$ cat src/common/phymt_pkg.sv
`default_nettype none
package phymt_pkg;
	localparam real CLK_NS = 100.0;
	localparam real BT10_NS = 100.0;
	localparam real BT100_NS = 10.0;
	localparam real NS_PER_US = 1000.0;
	localparam real NS_PER_MS = 1000000.0;

	// Least times round up, longest times round down, never below one cycle
	function automatic int cyc_up(input real ns);
		int c;
		c = int'($ceil(ns / CLK_NS));
		return (c < 1) ? 1 : c;
	endfunction
	function automatic int cyc_dn(input real ns);
		int c;
		c = int'($floor(ns / CLK_NS));
		return (c < 1) ? 1 : c;
	endfunction

	localparam real FX_DATA_MIN_BT = 3.0;
	localparam real FX_CRS_ON_MIN_BT = 9.0;
	localparam real FX_CRS_OFF_MIN_BT = 13.0;
	localparam real FX_COL_ON_MIN_BT = 10.0;
	localparam real FX_COL_OFF_MIN_BT = 13.0;
	localparam real TX_CRS_ON_BT = 5.5;
	localparam real TX_CRS_OFF_BT = 5.0;
	localparam real TX_LAT_NS = 575.0;
	localparam real RX_SFD_BT = 62.0;
	localparam real RX_ACT_BT = 4.0;
	localparam real HB_DLY_MIN_US = 0.65;
	localparam real HB_LEN_MIN_US = 0.5;
	localparam real JAB_MIN_MS = 20.0;
	localparam real UNJAB_MIN_MS = 250.0;
	localparam real FLP_PW_MIN_NS = 115.0;
	localparam real FLP_DATA_MIN_US = 55.5;
	localparam real FLP_CLK_MIN_US = 111.0;
	localparam real FLP_BURST_MIN_MS = 8.0;
	localparam real BOOT_MAX_US = 300.0;

	localparam int FLP_BITS = 16;
	localparam int RX_FIFO_DEPTH = 16;
	localparam int NIB_W = 4;

	localparam logic [31:0] FX_DATA_CYC = 32'(cyc_up(FX_DATA_MIN_BT * BT100_NS));
	localparam logic [31:0] RX_SFD_CYC = 32'(cyc_up(RX_SFD_BT * BT10_NS));
	localparam logic [31:0] HB_DLY_CYC = 32'(cyc_up(HB_DLY_MIN_US * NS_PER_US));
	localparam logic [31:0] HB_LEN_CYC = 32'(cyc_up(HB_LEN_MIN_US * NS_PER_US));
	localparam logic [31:0] JAB_CYC_DEF = 32'(cyc_up(JAB_MIN_MS * NS_PER_MS));
	localparam logic [31:0] UNJAB_CYC_DEF = 32'(cyc_up(UNJAB_MIN_MS * NS_PER_MS));
	localparam logic [31:0] FLP_GAP_CYC_DEF = 32'(cyc_up(FLP_BURST_MIN_MS * NS_PER_MS));
	localparam logic [31:0] FLP_PW_CYC = 32'(cyc_up(FLP_PW_MIN_NS));
	localparam logic [31:0] FLP_DATA_CYC = 32'(cyc_up(FLP_DATA_MIN_US * NS_PER_US));
	localparam logic [31:0] FLP_CLK_CYC = 32'(cyc_up(FLP_CLK_MIN_US * NS_PER_US));
	localparam logic [31:0] BOOT_CYC = 32'(cyc_dn(BOOT_MAX_US * NS_PER_US));

	// Delayed level channels
	localparam int CH_N = 6;
	localparam int CH_TXCRS = 0;
	localparam int CH_RXCRS = 1;
	localparam int CH_COL = 2;
	localparam int CH_TP = 3;
	localparam int CH_FXCRS = 4;
	localparam int CH_FXCOL = 5;
	localparam int CH_ON [CH_N] = '{cyc_up(TX_CRS_ON_BT * BT10_NS), cyc_up(RX_ACT_BT * BT10_NS),
		cyc_up(RX_ACT_BT * BT10_NS), cyc_up(TX_LAT_NS), cyc_up(FX_CRS_ON_MIN_BT * BT100_NS),
		cyc_up(FX_COL_ON_MIN_BT * BT100_NS)};
	localparam int CH_OFF [CH_N] = '{cyc_up(TX_CRS_OFF_BT * BT10_NS), cyc_up(RX_ACT_BT * BT10_NS),
		cyc_up(RX_ACT_BT * BT10_NS), cyc_up(TX_LAT_NS), cyc_up(FX_CRS_OFF_MIN_BT * BT100_NS),
		cyc_up(FX_COL_OFF_MIN_BT * BT100_NS)};

	typedef struct packed {
		logic link_clk;
		logic tx_en;
		logic rx_act;
		logic rx_col;
		logic fx_j;
		logic fx_t;
		logic rx_nib_stb;
		logic [NIB_W-1:0] rx_nib;
		logic cfg_pre;
		logic cfg_ext;
		logic sqe_en;
		logic an_en;
		logic mode_fx;
		logic [FLP_BITS-1:0] flp_word;
	} phymt_pin_type;

	typedef struct packed {
		logic crs;
		logic col;
		logic rx_dv;
		logic [NIB_W-1:0] rxd;
	} phymt_mii_type;

	typedef struct packed {
		logic tp_tx;
		logic link_pulse;
		logic jabber;
		logic mgmt_ready;
	} phymt_line_type;

	typedef enum logic [1:0] {HB_IDLE, HB_WAIT, HB_PULSE} phymt_hb_type;
	typedef enum logic [0:0] {FLP_GAP, FLP_BURST} phymt_flp_type;
endpackage
`default_nettype wire

$ cat src/logic/phymt_fifo.sv
`timescale 1ns/1ps
`default_nettype none
module phymt_fifo #(
	parameter int WIDTH = 4,
	parameter int DEPTH = 16
) (
	input wire logic clk,
	input wire logic rst,
	input wire logic in_valid,
	output logic in_ready,
	input wire logic [WIDTH-1:0] in_data,
	output logic out_valid,
	input wire logic out_ready,
	output logic [WIDTH-1:0] out_data
);
	// Depth must be a power of two
	localparam int AW = $clog2(DEPTH);
	logic [WIDTH-1:0] mem_ff [DEPTH];
	logic [AW:0] wr_ff;
	logic [AW:0] rd_ff;
	logic [AW:0] fill;

	assign fill = wr_ff - rd_ff;
	assign in_ready = (fill != (AW + 1)'(DEPTH));
	assign out_valid = (fill != '0);
	assign out_data = mem_ff[rd_ff[AW-1:0]];

	always_ff @(posedge clk) begin
		if (in_valid && in_ready) begin
			mem_ff[wr_ff[AW-1:0]] <= in_data;
		end
	end

	always_ff @(posedge clk) begin
		if (rst) begin
			wr_ff <= '0;
			rd_ff <= '0;
		end else begin
			if (in_valid && in_ready) begin
				wr_ff <= wr_ff + 1'b1;
			end
			if (out_valid && out_ready) begin
				rd_ff <= rd_ff + 1'b1;
			end
		end
	end
endmodule // phymt_fifo
`default_nettype wire

$ cat src/logic/phymt_core.sv
// Functional notes
// - FX data and valid follow carrier shortly
// - FX carrier rises after stream start
// - FX carrier falls after stream end
// - FX collision timed from stream start/end
// - 10M transmit raises and drops carrier
// - 10M line output lags transmit enable
// - 10M receive data lags line activity
// - 10M data starts at delimiter unless preamble
// - Carrier extension or half-bit tail after valid
// - 10M carrier follows line activity
// - 10M collision follows colliding activity
// - Heartbeat starts after transmit enable falls
// - Heartbeat pulse has bounded length
// - Overlong transmission enters jabber
// - Jabber holds for the unjab interval
// - Data pulse placed after clock pulse
// - Clock pulses evenly spaced in burst
// - Bursts repeat with a fixed gap
// - Seventeen to thirty-three pulses per burst
// - Management ready within recovery time
`timescale 1ns/1ps
`default_nettype none
module phymt_core #(
	parameter logic [31:0] JAB_CYC = phymt_pkg::JAB_CYC_DEF,
	parameter logic [31:0] UNJAB_CYC = phymt_pkg::UNJAB_CYC_DEF,
	parameter logic [31:0] FLP_GAP_CYC = phymt_pkg::FLP_GAP_CYC_DEF,
	parameter int FIFO_DEPTH = phymt_pkg::RX_FIFO_DEPTH
) (
	input wire logic ref_clk,
	input wire logic rst,
	input wire phymt_pkg::phymt_pin_type pins,
	output phymt_pkg::phymt_mii_type mii,
	output phymt_pkg::phymt_line_type line,
	output logic rx_nib_rdy
);
	import phymt_pkg::*;

	localparam int A_FXCRS_ON = CH_ON[CH_FXCRS];
	localparam int A_FXCRS_OFF = CH_OFF[CH_FXCRS];
	localparam int A_FXCOL_ON = CH_ON[CH_FXCOL];
	localparam int A_TXCRS_ON = CH_ON[CH_TXCRS];
	localparam int A_TP_ON = CH_ON[CH_TP];
	localparam int A_RXCRS_ON = CH_ON[CH_RXCRS];

	phymt_pin_type meta_ff;
	phymt_pin_type pin_ff;
	phymt_pin_type prev_ff;
	phymt_mii_type mii_ff;
	phymt_line_type line_ff;
	phymt_hb_type hb_ff;
	phymt_flp_type flp_ff;
	logic lclk_rise;
	logic fx_mode;
	logic ten_mode;
	logic tx_en_ff;
	logic tx_prev_ff;
	logic tx_fall;
	logic fx_str_ff;
	logic [CH_N-1:0] ch_in;
	logic [CH_N-1:0] ch_ff;
	logic [7:0] ch_cnt_ff [CH_N];
	logic jab_ff;
	logic [31:0] jab_cnt_ff;
	logic [31:0] hb_cnt_ff;
	logic hb_on;
	logic [31:0] flp_cnt_ff;
	logic [4:0] flp_slot_ff;
	logic flp_pulse_ff;
	logic nxt_flp_pulse;
	logic [31:0] boot_cnt_ff;
	logic rx_src;
	logic [31:0] since_ff;
	logic [31:0] start_cyc;
	logic go_ff;
	logic nxt_rx_dv;
	logic pop_en;
	logic nib_push;
	logic fifo_valid;
	logic fifo_pop;
	logic [NIB_W-1:0] fifo_data;
	logic nxt_crs;
	logic nxt_col;

	// Every pin is asynchronous to ref_clk; only pin_ff and its delayed copy prev_ff are read by logic
	always_ff @(posedge ref_clk) begin
		if (rst) begin
			meta_ff <= '0;
			pin_ff <= '0;
		end else begin
			meta_ff <= pins;
			pin_ff <= meta_ff;
		end
	end

	always_ff @(posedge ref_clk) begin
		if (rst) begin
			prev_ff <= '0;
		end else begin
			prev_ff <= pin_ff;
		end
	end

	assign lclk_rise = pin_ff.link_clk & ~prev_ff.link_clk;
	assign fx_mode = pin_ff.mode_fx;
	assign ten_mode = ~pin_ff.mode_fx;
	assign nib_push = pin_ff.rx_nib_stb & ~prev_ff.rx_nib_stb;

	// Transmit enable is taken on the link clock's rising edge
	always_ff @(posedge ref_clk) begin
		if (rst) begin
			tx_en_ff <= 1'b0;
			tx_prev_ff <= 1'b0;
		end else begin
			tx_prev_ff <= tx_en_ff;
			if (lclk_rise) begin
				tx_en_ff <= pin_ff.tx_en;
			end
		end
	end

	assign tx_fall = tx_prev_ff & ~tx_en_ff;

	// Stream level between start and end symbols
	always_ff @(posedge ref_clk) begin
		if (rst) begin
			fx_str_ff <= 1'b0;
		end else if (pin_ff.fx_j && !prev_ff.fx_j) begin
			fx_str_ff <= 1'b1;
		end else if (pin_ff.fx_t && !prev_ff.fx_t) begin
			fx_str_ff <= 1'b0;
		end
	end

	assign ch_in[CH_TXCRS] = tx_en_ff & ten_mode;
	assign ch_in[CH_RXCRS] = pin_ff.rx_act & ten_mode;
	assign ch_in[CH_COL] = (pin_ff.rx_col | (pin_ff.rx_act & tx_en_ff)) & ten_mode;
	assign ch_in[CH_TP] = tx_en_ff & ten_mode & ~jab_ff;
	assign ch_in[CH_FXCRS] = fx_str_ff & fx_mode;
	assign ch_in[CH_FXCOL] = fx_str_ff & tx_en_ff & fx_mode;

	// Each channel follows its input only after the input held for its delay
	for (genvar i = 0; i < CH_N; i++) begin : g_ch
		always_ff @(posedge ref_clk) begin
			if (rst) begin
				ch_ff[i] <= 1'b0;
				ch_cnt_ff[i] <= '0;
			end else if (ch_in[i] == ch_ff[i]) begin
				ch_cnt_ff[i] <= '0;
			end else if (ch_cnt_ff[i] + 8'd1 >= 8'(ch_in[i] ? CH_ON[i] : CH_OFF[i])) begin
				ch_ff[i] <= ch_in[i];
				ch_cnt_ff[i] <= '0;
			end else begin
				ch_cnt_ff[i] <= ch_cnt_ff[i] + 8'd1;
			end
		end
	end

	// Jabber watchdog and unjab hold
	always_ff @(posedge ref_clk) begin
		if (rst) begin
			jab_ff <= 1'b0;
			jab_cnt_ff <= '0;
		end else if (jab_ff) begin
			if (jab_cnt_ff + 32'd1 >= UNJAB_CYC) begin
				jab_ff <= 1'b0;
				jab_cnt_ff <= '0;
			end else begin
				jab_cnt_ff <= jab_cnt_ff + 32'd1;
			end
		end else if (tx_en_ff && ten_mode) begin
			if (jab_cnt_ff + 32'd1 >= JAB_CYC) begin
				jab_ff <= 1'b1;
				jab_cnt_ff <= '0;
			end else begin
				jab_cnt_ff <= jab_cnt_ff + 32'd1;
			end
		end else begin
			jab_cnt_ff <= '0;
		end
	end

	// Heartbeat after each 10M transmission
	always_ff @(posedge ref_clk) begin
		if (rst) begin
			hb_ff <= HB_IDLE;
			hb_cnt_ff <= '0;
		end else begin
			case (hb_ff)
				HB_IDLE: begin
					hb_cnt_ff <= '0;
					if (tx_fall && ten_mode && pin_ff.sqe_en && !jab_ff) begin
						hb_ff <= HB_WAIT;
					end
				end
				HB_WAIT: begin
					if (hb_cnt_ff + 32'd1 >= HB_DLY_CYC) begin
						hb_ff <= HB_PULSE;
						hb_cnt_ff <= '0;
					end else begin
						hb_cnt_ff <= hb_cnt_ff + 32'd1;
					end
				end
				HB_PULSE: begin
					if (hb_cnt_ff + 32'd1 >= HB_LEN_CYC) begin
						hb_ff <= HB_IDLE;
						hb_cnt_ff <= '0;
					end else begin
						hb_cnt_ff <= hb_cnt_ff + 32'd1;
					end
				end
				default: begin
					hb_ff <= HB_IDLE;
					hb_cnt_ff <= '0;
				end
			endcase
		end
	end

	assign hb_on = (hb_ff == HB_PULSE);

	// Link pulse bursts: 17 clock slots, a data pulse in the first 16 when its bit is set
	always_ff @(posedge ref_clk) begin
		if (rst || !pin_ff.an_en || fx_mode) begin
			flp_ff <= FLP_GAP;
			flp_cnt_ff <= '0;
			flp_slot_ff <= '0;
		end else begin
			case (flp_ff)
				FLP_GAP: begin
					if (flp_cnt_ff + 32'd1 >= FLP_GAP_CYC) begin
						flp_ff <= FLP_BURST;
						flp_cnt_ff <= '0;
						flp_slot_ff <= '0;
					end else begin
						flp_cnt_ff <= flp_cnt_ff + 32'd1;
					end
				end
				FLP_BURST: begin
					if (flp_cnt_ff + 32'd1 < FLP_CLK_CYC) begin
						flp_cnt_ff <= flp_cnt_ff + 32'd1;
					end else if (flp_slot_ff == 5'(FLP_BITS)) begin
						flp_ff <= FLP_GAP;
						flp_cnt_ff <= '0;
					end else begin
						flp_slot_ff <= flp_slot_ff + 5'd1;
						flp_cnt_ff <= '0;
					end
				end
				default: begin
					flp_ff <= FLP_GAP;
					flp_cnt_ff <= '0;
				end
			endcase
		end
	end

	always_comb begin
		nxt_flp_pulse = 1'b0;
		if (flp_ff == FLP_BURST) begin
			if (flp_cnt_ff < FLP_PW_CYC) begin
				nxt_flp_pulse = 1'b1;
			end else if (flp_slot_ff < 5'(FLP_BITS) && flp_cnt_ff >= FLP_DATA_CYC &&
				flp_cnt_ff < FLP_DATA_CYC + FLP_PW_CYC) begin
				nxt_flp_pulse = pin_ff.flp_word[flp_slot_ff[3:0]];
			end
		end
	end

	always_ff @(posedge ref_clk) begin
		if (rst) begin
			flp_pulse_ff <= 1'b0;
		end else begin
			flp_pulse_ff <= nxt_flp_pulse;
		end
	end

	// Recovery count after reset release
	always_ff @(posedge ref_clk) begin
		if (rst) begin
			boot_cnt_ff <= '0;
		end else if (boot_cnt_ff < BOOT_CYC) begin
			boot_cnt_ff <= boot_cnt_ff + 32'd1;
		end
	end

	// Receive path
	assign rx_src = fx_mode ? ch_ff[CH_FXCRS] : ch_ff[CH_RXCRS];
	assign start_cyc = fx_mode ? FX_DATA_CYC : (pin_ff.cfg_pre ? 32'd0 : RX_SFD_CYC);

	always_ff @(posedge ref_clk) begin
		if (rst || !rx_src) begin
			since_ff <= '0;
		end else if (since_ff < RX_SFD_CYC) begin
			since_ff <= since_ff + 32'd1;
		end
	end

	// Data keeps draining after carrier drops, so the buffer never strands a tail
	always_ff @(posedge ref_clk) begin
		if (rst) begin
			go_ff <= 1'b0;
		end else if (rx_src && since_ff >= start_cyc) begin
			go_ff <= 1'b1;
		end else if (!rx_src && !fifo_valid) begin
			go_ff <= 1'b0;
		end
	end

	// 100 Mbps nibbles outrun ref_clk, so FX pops every cycle
	assign pop_en = fx_mode | lclk_rise;
	assign fifo_pop = go_ff & pop_en;

	phymt_fifo #(
		.WIDTH(NIB_W),
		.DEPTH(FIFO_DEPTH)
	) u_rx_fifo (
		.clk(ref_clk),
		.rst(rst),
		.in_valid(nib_push),
		.in_ready(rx_nib_rdy),
		.in_data(pin_ff.rx_nib),
		.out_valid(fifo_valid),
		.out_ready(fifo_pop),
		.out_data(fifo_data)
	);

	// Valid only moves on a pop, so carrier can follow its next value
	assign nxt_rx_dv = pop_en ? (go_ff & fifo_valid) : mii_ff.rx_dv;

	always_comb begin
		nxt_crs = ch_ff[CH_FXCRS];
		nxt_col = ch_ff[CH_FXCOL];
		if (ten_mode) begin
			nxt_crs = ch_ff[CH_TXCRS] | ch_ff[CH_RXCRS] | nxt_rx_dv;
			// Half-bit tail rounds up to one cycle
			if (!pin_ff.cfg_ext) begin
				nxt_crs = nxt_crs | mii_ff.rx_dv;
			end
			nxt_col = ch_ff[CH_COL] | hb_on | jab_ff;
		end
	end

	always_ff @(posedge ref_clk) begin
		if (rst) begin
			mii_ff <= '0;
		end else begin
			mii_ff.crs <= nxt_crs;
			mii_ff.col <= nxt_col;
			mii_ff.rx_dv <= nxt_rx_dv;
			if (pop_en && go_ff && fifo_valid) begin
				mii_ff.rxd <= fifo_data;
			end
		end
	end

	always_ff @(posedge ref_clk) begin
		if (rst) begin
			line_ff <= '0;
		end else begin
			line_ff.tp_tx <= ch_ff[CH_TP] & ~jab_ff;
			line_ff.link_pulse <= flp_pulse_ff;
			line_ff.jabber <= jab_ff;
			line_ff.mgmt_ready <= (boot_cnt_ff >= BOOT_CYC);
		end
	end

	assign mii = mii_ff;
	assign line = line_ff;
endmodule // phymt_core
`default_nettype wire

$ cat config.mk
export PLATFORM = sky130hd
export DESIGN_NAME = phymt_core
export DESIGN_NICKNAME = d
export VERILOG_FILES = /design/src/common/phymt_pkg.sv /design/src/logic/phymt_fifo.sv /design/src/logic/phymt_core.sv
export SDC_FILE = /design/constraint.sdc
export NUM_CORES = 1
export LEC_CHECK = 0
export ABC_AREA = 0
export BUFFER_PORTS_ARGS = -buffer_cell sky130_fd_sc_hd__buf_2
export CAP_MARGIN = 20
export CORE_MARGIN = 4
export CORE_UTILIZATION = 56
export DETAILED_ROUTE_END_ITERATION = 16
export HOLD_SLACK_MARGIN = 0.05
export MAX_ROUTING_LAYER = met4
export PLACE_DENSITY = 0.78
export REMOVE_ABC_BUFFERS = 1
export SETUP_SLACK_MARGIN = 0.5
export SLEW_MARGIN = 15
export SYNTH_ARGS = -nofsm -noshare
export SYNTH_HDL_FRONTEND = slang
export SYNTH_HIERARCHICAL = 1
export SYNTH_SLANG_ARGS = --single-unit
export TNS_END_PERCENT = 30
$ cat constraint.sdc
create_clock -name ref_clk -period 2.8 [get_ports ref_clk]
set_input_delay 0.56 -clock ref_clk [delete_from_list [all_inputs] [get_ports ref_clk]]
set_output_delay 0.56 -clock ref_clk [all_outputs]
set_load 0.01 [all_outputs]
==> out/qor.csv <==
stage;metric;value;unit
die;Die Y-Extent;180;um
routing;Antenna Violating Nets Remaining;0;
timing;Max Clock Skew;0.0231;ns
synth;cell area after synthesis;16500;sq um
synth;cell type contributing the most total cell area after synthesis;dfxtp_1;
placement;pre-CTS WS;-0.114;ns
timing;Final TNS setup;0;ns
synth;dominant register cell in the synthesized netlist;dfxtp_1;
clock_network;H-tree Lvls;2;
timing;minimum clock period;2.76;ns
routing;Via density;5.51;
global_route;antenna violations before repair;0;
placement;HPWL Detailed;22.2;mm
run;number of violations of the max-capacitance limit;0;
synth;most instantiated cells after synthesis;dfxtp_1 (273), nor2_1 (132), edfxtp_1 (112);
clock_network;Root Driver;clkbuf_16;
synth;share of the synthesized area in the top cell type;33.1;%
die;Core Footprint;28900;sq um
timing;Final Hold Violating Endpoints;0;
routing;drt pass-1 iters;6;
timing;headroom to the max-slew limit;18.2;%
global_route;All-Layer GR Usage;21.1;%
global_route;number of global-route vias before repair;11900;
die;Initial Utilization;57.2;%
synth;dominant cell by count in the synthesized netlist;dfxtp_1;
critical_path;slowest stage cell on the critical path;dfxtp_4;
finish;share of post-route cells with drive strength above 1;26.1;%
clock_network;latest clock arrival within the worst-skew pair;0.53;ns
routing;DRT Wirelength;35.6;mm
clock_network;Inserted Clock Buffers;40;
global_route;grt ovf;0;
synth;share of synthesized flip-flops with an asynchronous set or reset;0;%
routing;routed wire length per instance;16.1;um
timing;count of endpoints failing setup in the final report;0;
clock_network;Clk pin slew, worst setup/hold paths;0.06;ns
critical_path;WP buf/inv;3;
timing;smallest setup slack after layout;0.0380;ns
critical_path;startpoint types;flop;
power_and_ir_drop;leak pwr;8.00;nW
critical_path;stage delay of the slowest cell on the critical path;0.37;ns
finish;net count reported at finish;1877;
synth;number of distinct standard cells referenced by the synthesized netlist;95;
die;count of boundary I/O pins;46;
die;Core Rows;62;
status;result of the run;complete, no violations;
critical_path;maximum fanout encountered on the critical timing path;10;
critical_path;critical path, cell by cell;ha_4 -> nand3_2 -> buf_6 -> nor3_1 -> buf_4 -> nor4b_1 -> o21ai_0 -> o2111ai_2 -> and4_1 -> a2111o_1 -> a21boi_4 -> clkbuf_16 -> nor3_2;
timing;final slew viol count;0;
routing;detailed-route via count;12200;
critical_path;worst path required time;3.23;ns
finish;diodes inserted;0;
placement;number of port buffers;45;
global_route;pin count of the biggest net entering global routing;101;
clock_network;Max Root-Sink Buffers;3;
clock_network;Post-CTS Hold Buffers;0;
synth;Cells after Synth;1512;
critical_path;endpoint class of the critical path;flop;
timing;slew of the pin with the lowest slew margin;1.21;ns
timing;ratio of final minimum period to clock period;98.6;%
synth;Ys Warns;6;
power_and_ir_drop;worst supply voltage drop on vdd;0.558;mV
finish;Filler Cell Count;1968;
placement;global placer's final weighted congestion;0.936;
synth;cells taking the most area after synthesis;dfxtp_1 (33%), edfxtp_1 (20%), nor2b_1 (3.9%);
synth;share of the yosys chip area belonging to registers;53.5;%
die;horizontal die dimension;180;um
synth;Avg Cell Area, Syn;10.9;sq um
finish;final core utilization;71.8;%
synth;number of synthesized flops with an enable pin;112;
routing;number of DRC markers in iteration 0;851;
finish;synthesis-to-layout area growth;25.5;%
finish;number of cells in the finished layout apart from fillers;2212;
die;Die ar.;32300;sq um
placement;# placed instances;2101;
timing;maximum clock rate;362;MHz
synth;Synth Register Bits;385;
power_and_ir_drop;power density over the cells;560;nW/um^2
critical_path;critical path arrival;3.19;ns
worst_hold_path;worst min-delay path class;in2reg;
critical_path;critical path type;reg2reg;
global_route;first-pass GRT wire length;56.8;mm
routing;DRC errors left;0;
critical_path;category of cells accounting for the largest share of critical-path delay;compound AO/OA/AOI/OAI gates;
clock_network;CTS sink count;385;
timing;setup repair after global routing missed its margin;yes;
clock_network;clock tree from TritonCTS;done;
[metal layers]
layer | vias to the layer above | share of wire (%) | GRT usage, %
met1 | 5842 | 42 | 26.5
met4 | 0 | 2.8 | 6.71
li1 | 5935 | - | -
met2 | 325 | 51 | 35.8
met5 | - | 0 | -
met3 | 91 | 4.1 | 2.69
[placed cells by master, fill, tap and decap left out, types with 42 or more instances in the layout]
| cell | n |
|---|---|
| dfxtp_1 | 228 |
| conb_1 | 136 |
| edfxtp_1 | 112 |
| buf_4 | 111 |
| nor2_1 | 107 |
| nor2b_1 | 104 |
| nand2_1 | 64 |
| nand3_1 | 44 |
| buf_2 | 44 |
| clkbuf_16 | 43 |
| xnor2_1 | 42 |
[path summary, 6_finish.rpt]
check	slack [ns]	depth (start not counted)	end	start
worst max-delay path	0.04	13	jab_cnt_ff[9]	jab_cnt_ff[1]
worst min-delay path	0.24	2	meta_ff[31]	pins[31]
worst max register to register	0.04	13	jab_cnt_ff[9]	jab_cnt_ff[1]
worst min register to register	0.43	1	pin_ff[25]	meta_ff[25]
[worst reg2reg max path: stages, from the launching register on]
cell and delay [ns]:
dfxtp_4 0.37, ha_4 0.14, nand3_2 0.11, buf_6 0.17, nor3_1 0.16, buf_4 0.19
nor4b_1 0.06, o21ai_0 0.21, o2111ai_2 0.17, and4_1 0.19, a2111o_1 0.37, a21boi_4 0.19
clkbuf_16 0.20, nor3_2 0.15
[what timing repair did]
| action | CTS | global route |
|---|---|---|
| setup endpoints to repair | 143 | 145 |
| setup buffers | 29 | 7 |
| pin swaps | 37 | 66 |
| gates resized for setup | 115 | 129 |
| hold endpoints to repair | 0 | 0 |
| cloned | 0 | 2 |
[stage by stage]
step | instance area, sq um | hold slack [ns] | power [mW]
global route | 20700 | 0.230 | 12.0
global placement | 18200 | 0.417 | 6.41
CTS | 20100 | 0.218 | 11.7
detailed placement | 18200 | 0.420 | 6.43
floorplan | 16700 | 0.405 | 6.28
finish | 20700 | 0.240 | 11.6
[sequential cells by signal, indices dropped and copies added (netlist names), 6 cells and up, named ones only]
signal / flops
u_rx_fifo/mem_ff: 64
ch_cnt_ff: 48
boot_cnt_ff: 32
flp_cnt_ff: 32
hb_cnt_ff: 32
jab_cnt_ff: 32
meta_ff: 32
since_ff: 32
pin_ff: 31
mii: 7
ch_ff: 6
[where the power goes]
part           switching [mW]  internal [mW]  total, mW
combinational           0.209          0.164      0.372
clock                    2.17           3.07       5.24
sequential              0.114           5.87       5.99
[cell families (layout without fill, tap and decap cells)]
| family | count (synthesis) | count (layout) | synth area share (%) |
|---|---|---|---|
| compound gates | 183 | 183 | 7.86 |
| fa+ha+maj | 46 | 46 | 3.49 |
| xor+xnor | 83 | 83 | 4.40 |
| flops | 385 | 385 | 53.5 |
| other cells | 2 | 136 | 0.0455 |
| mux | 52 | 52 | 5.12 |
| buf+inv | 107 | 289 | 2.78 |
| simple gates | 654 | 654 | 22.8 |
[cell type report]
type	count	area [sq um]	share of cell area, %
clock buffers	51	1090	5.28
repair buffers	173	1320	6.37
multi-input cells	1154	8520	41.1
inverters	43	164	0.791
flip-flops and latches	385	8910	43.0
well taps	384	480	2.32
clock inverters	22	229	1.11
Power figures use the tool's default switching activity.
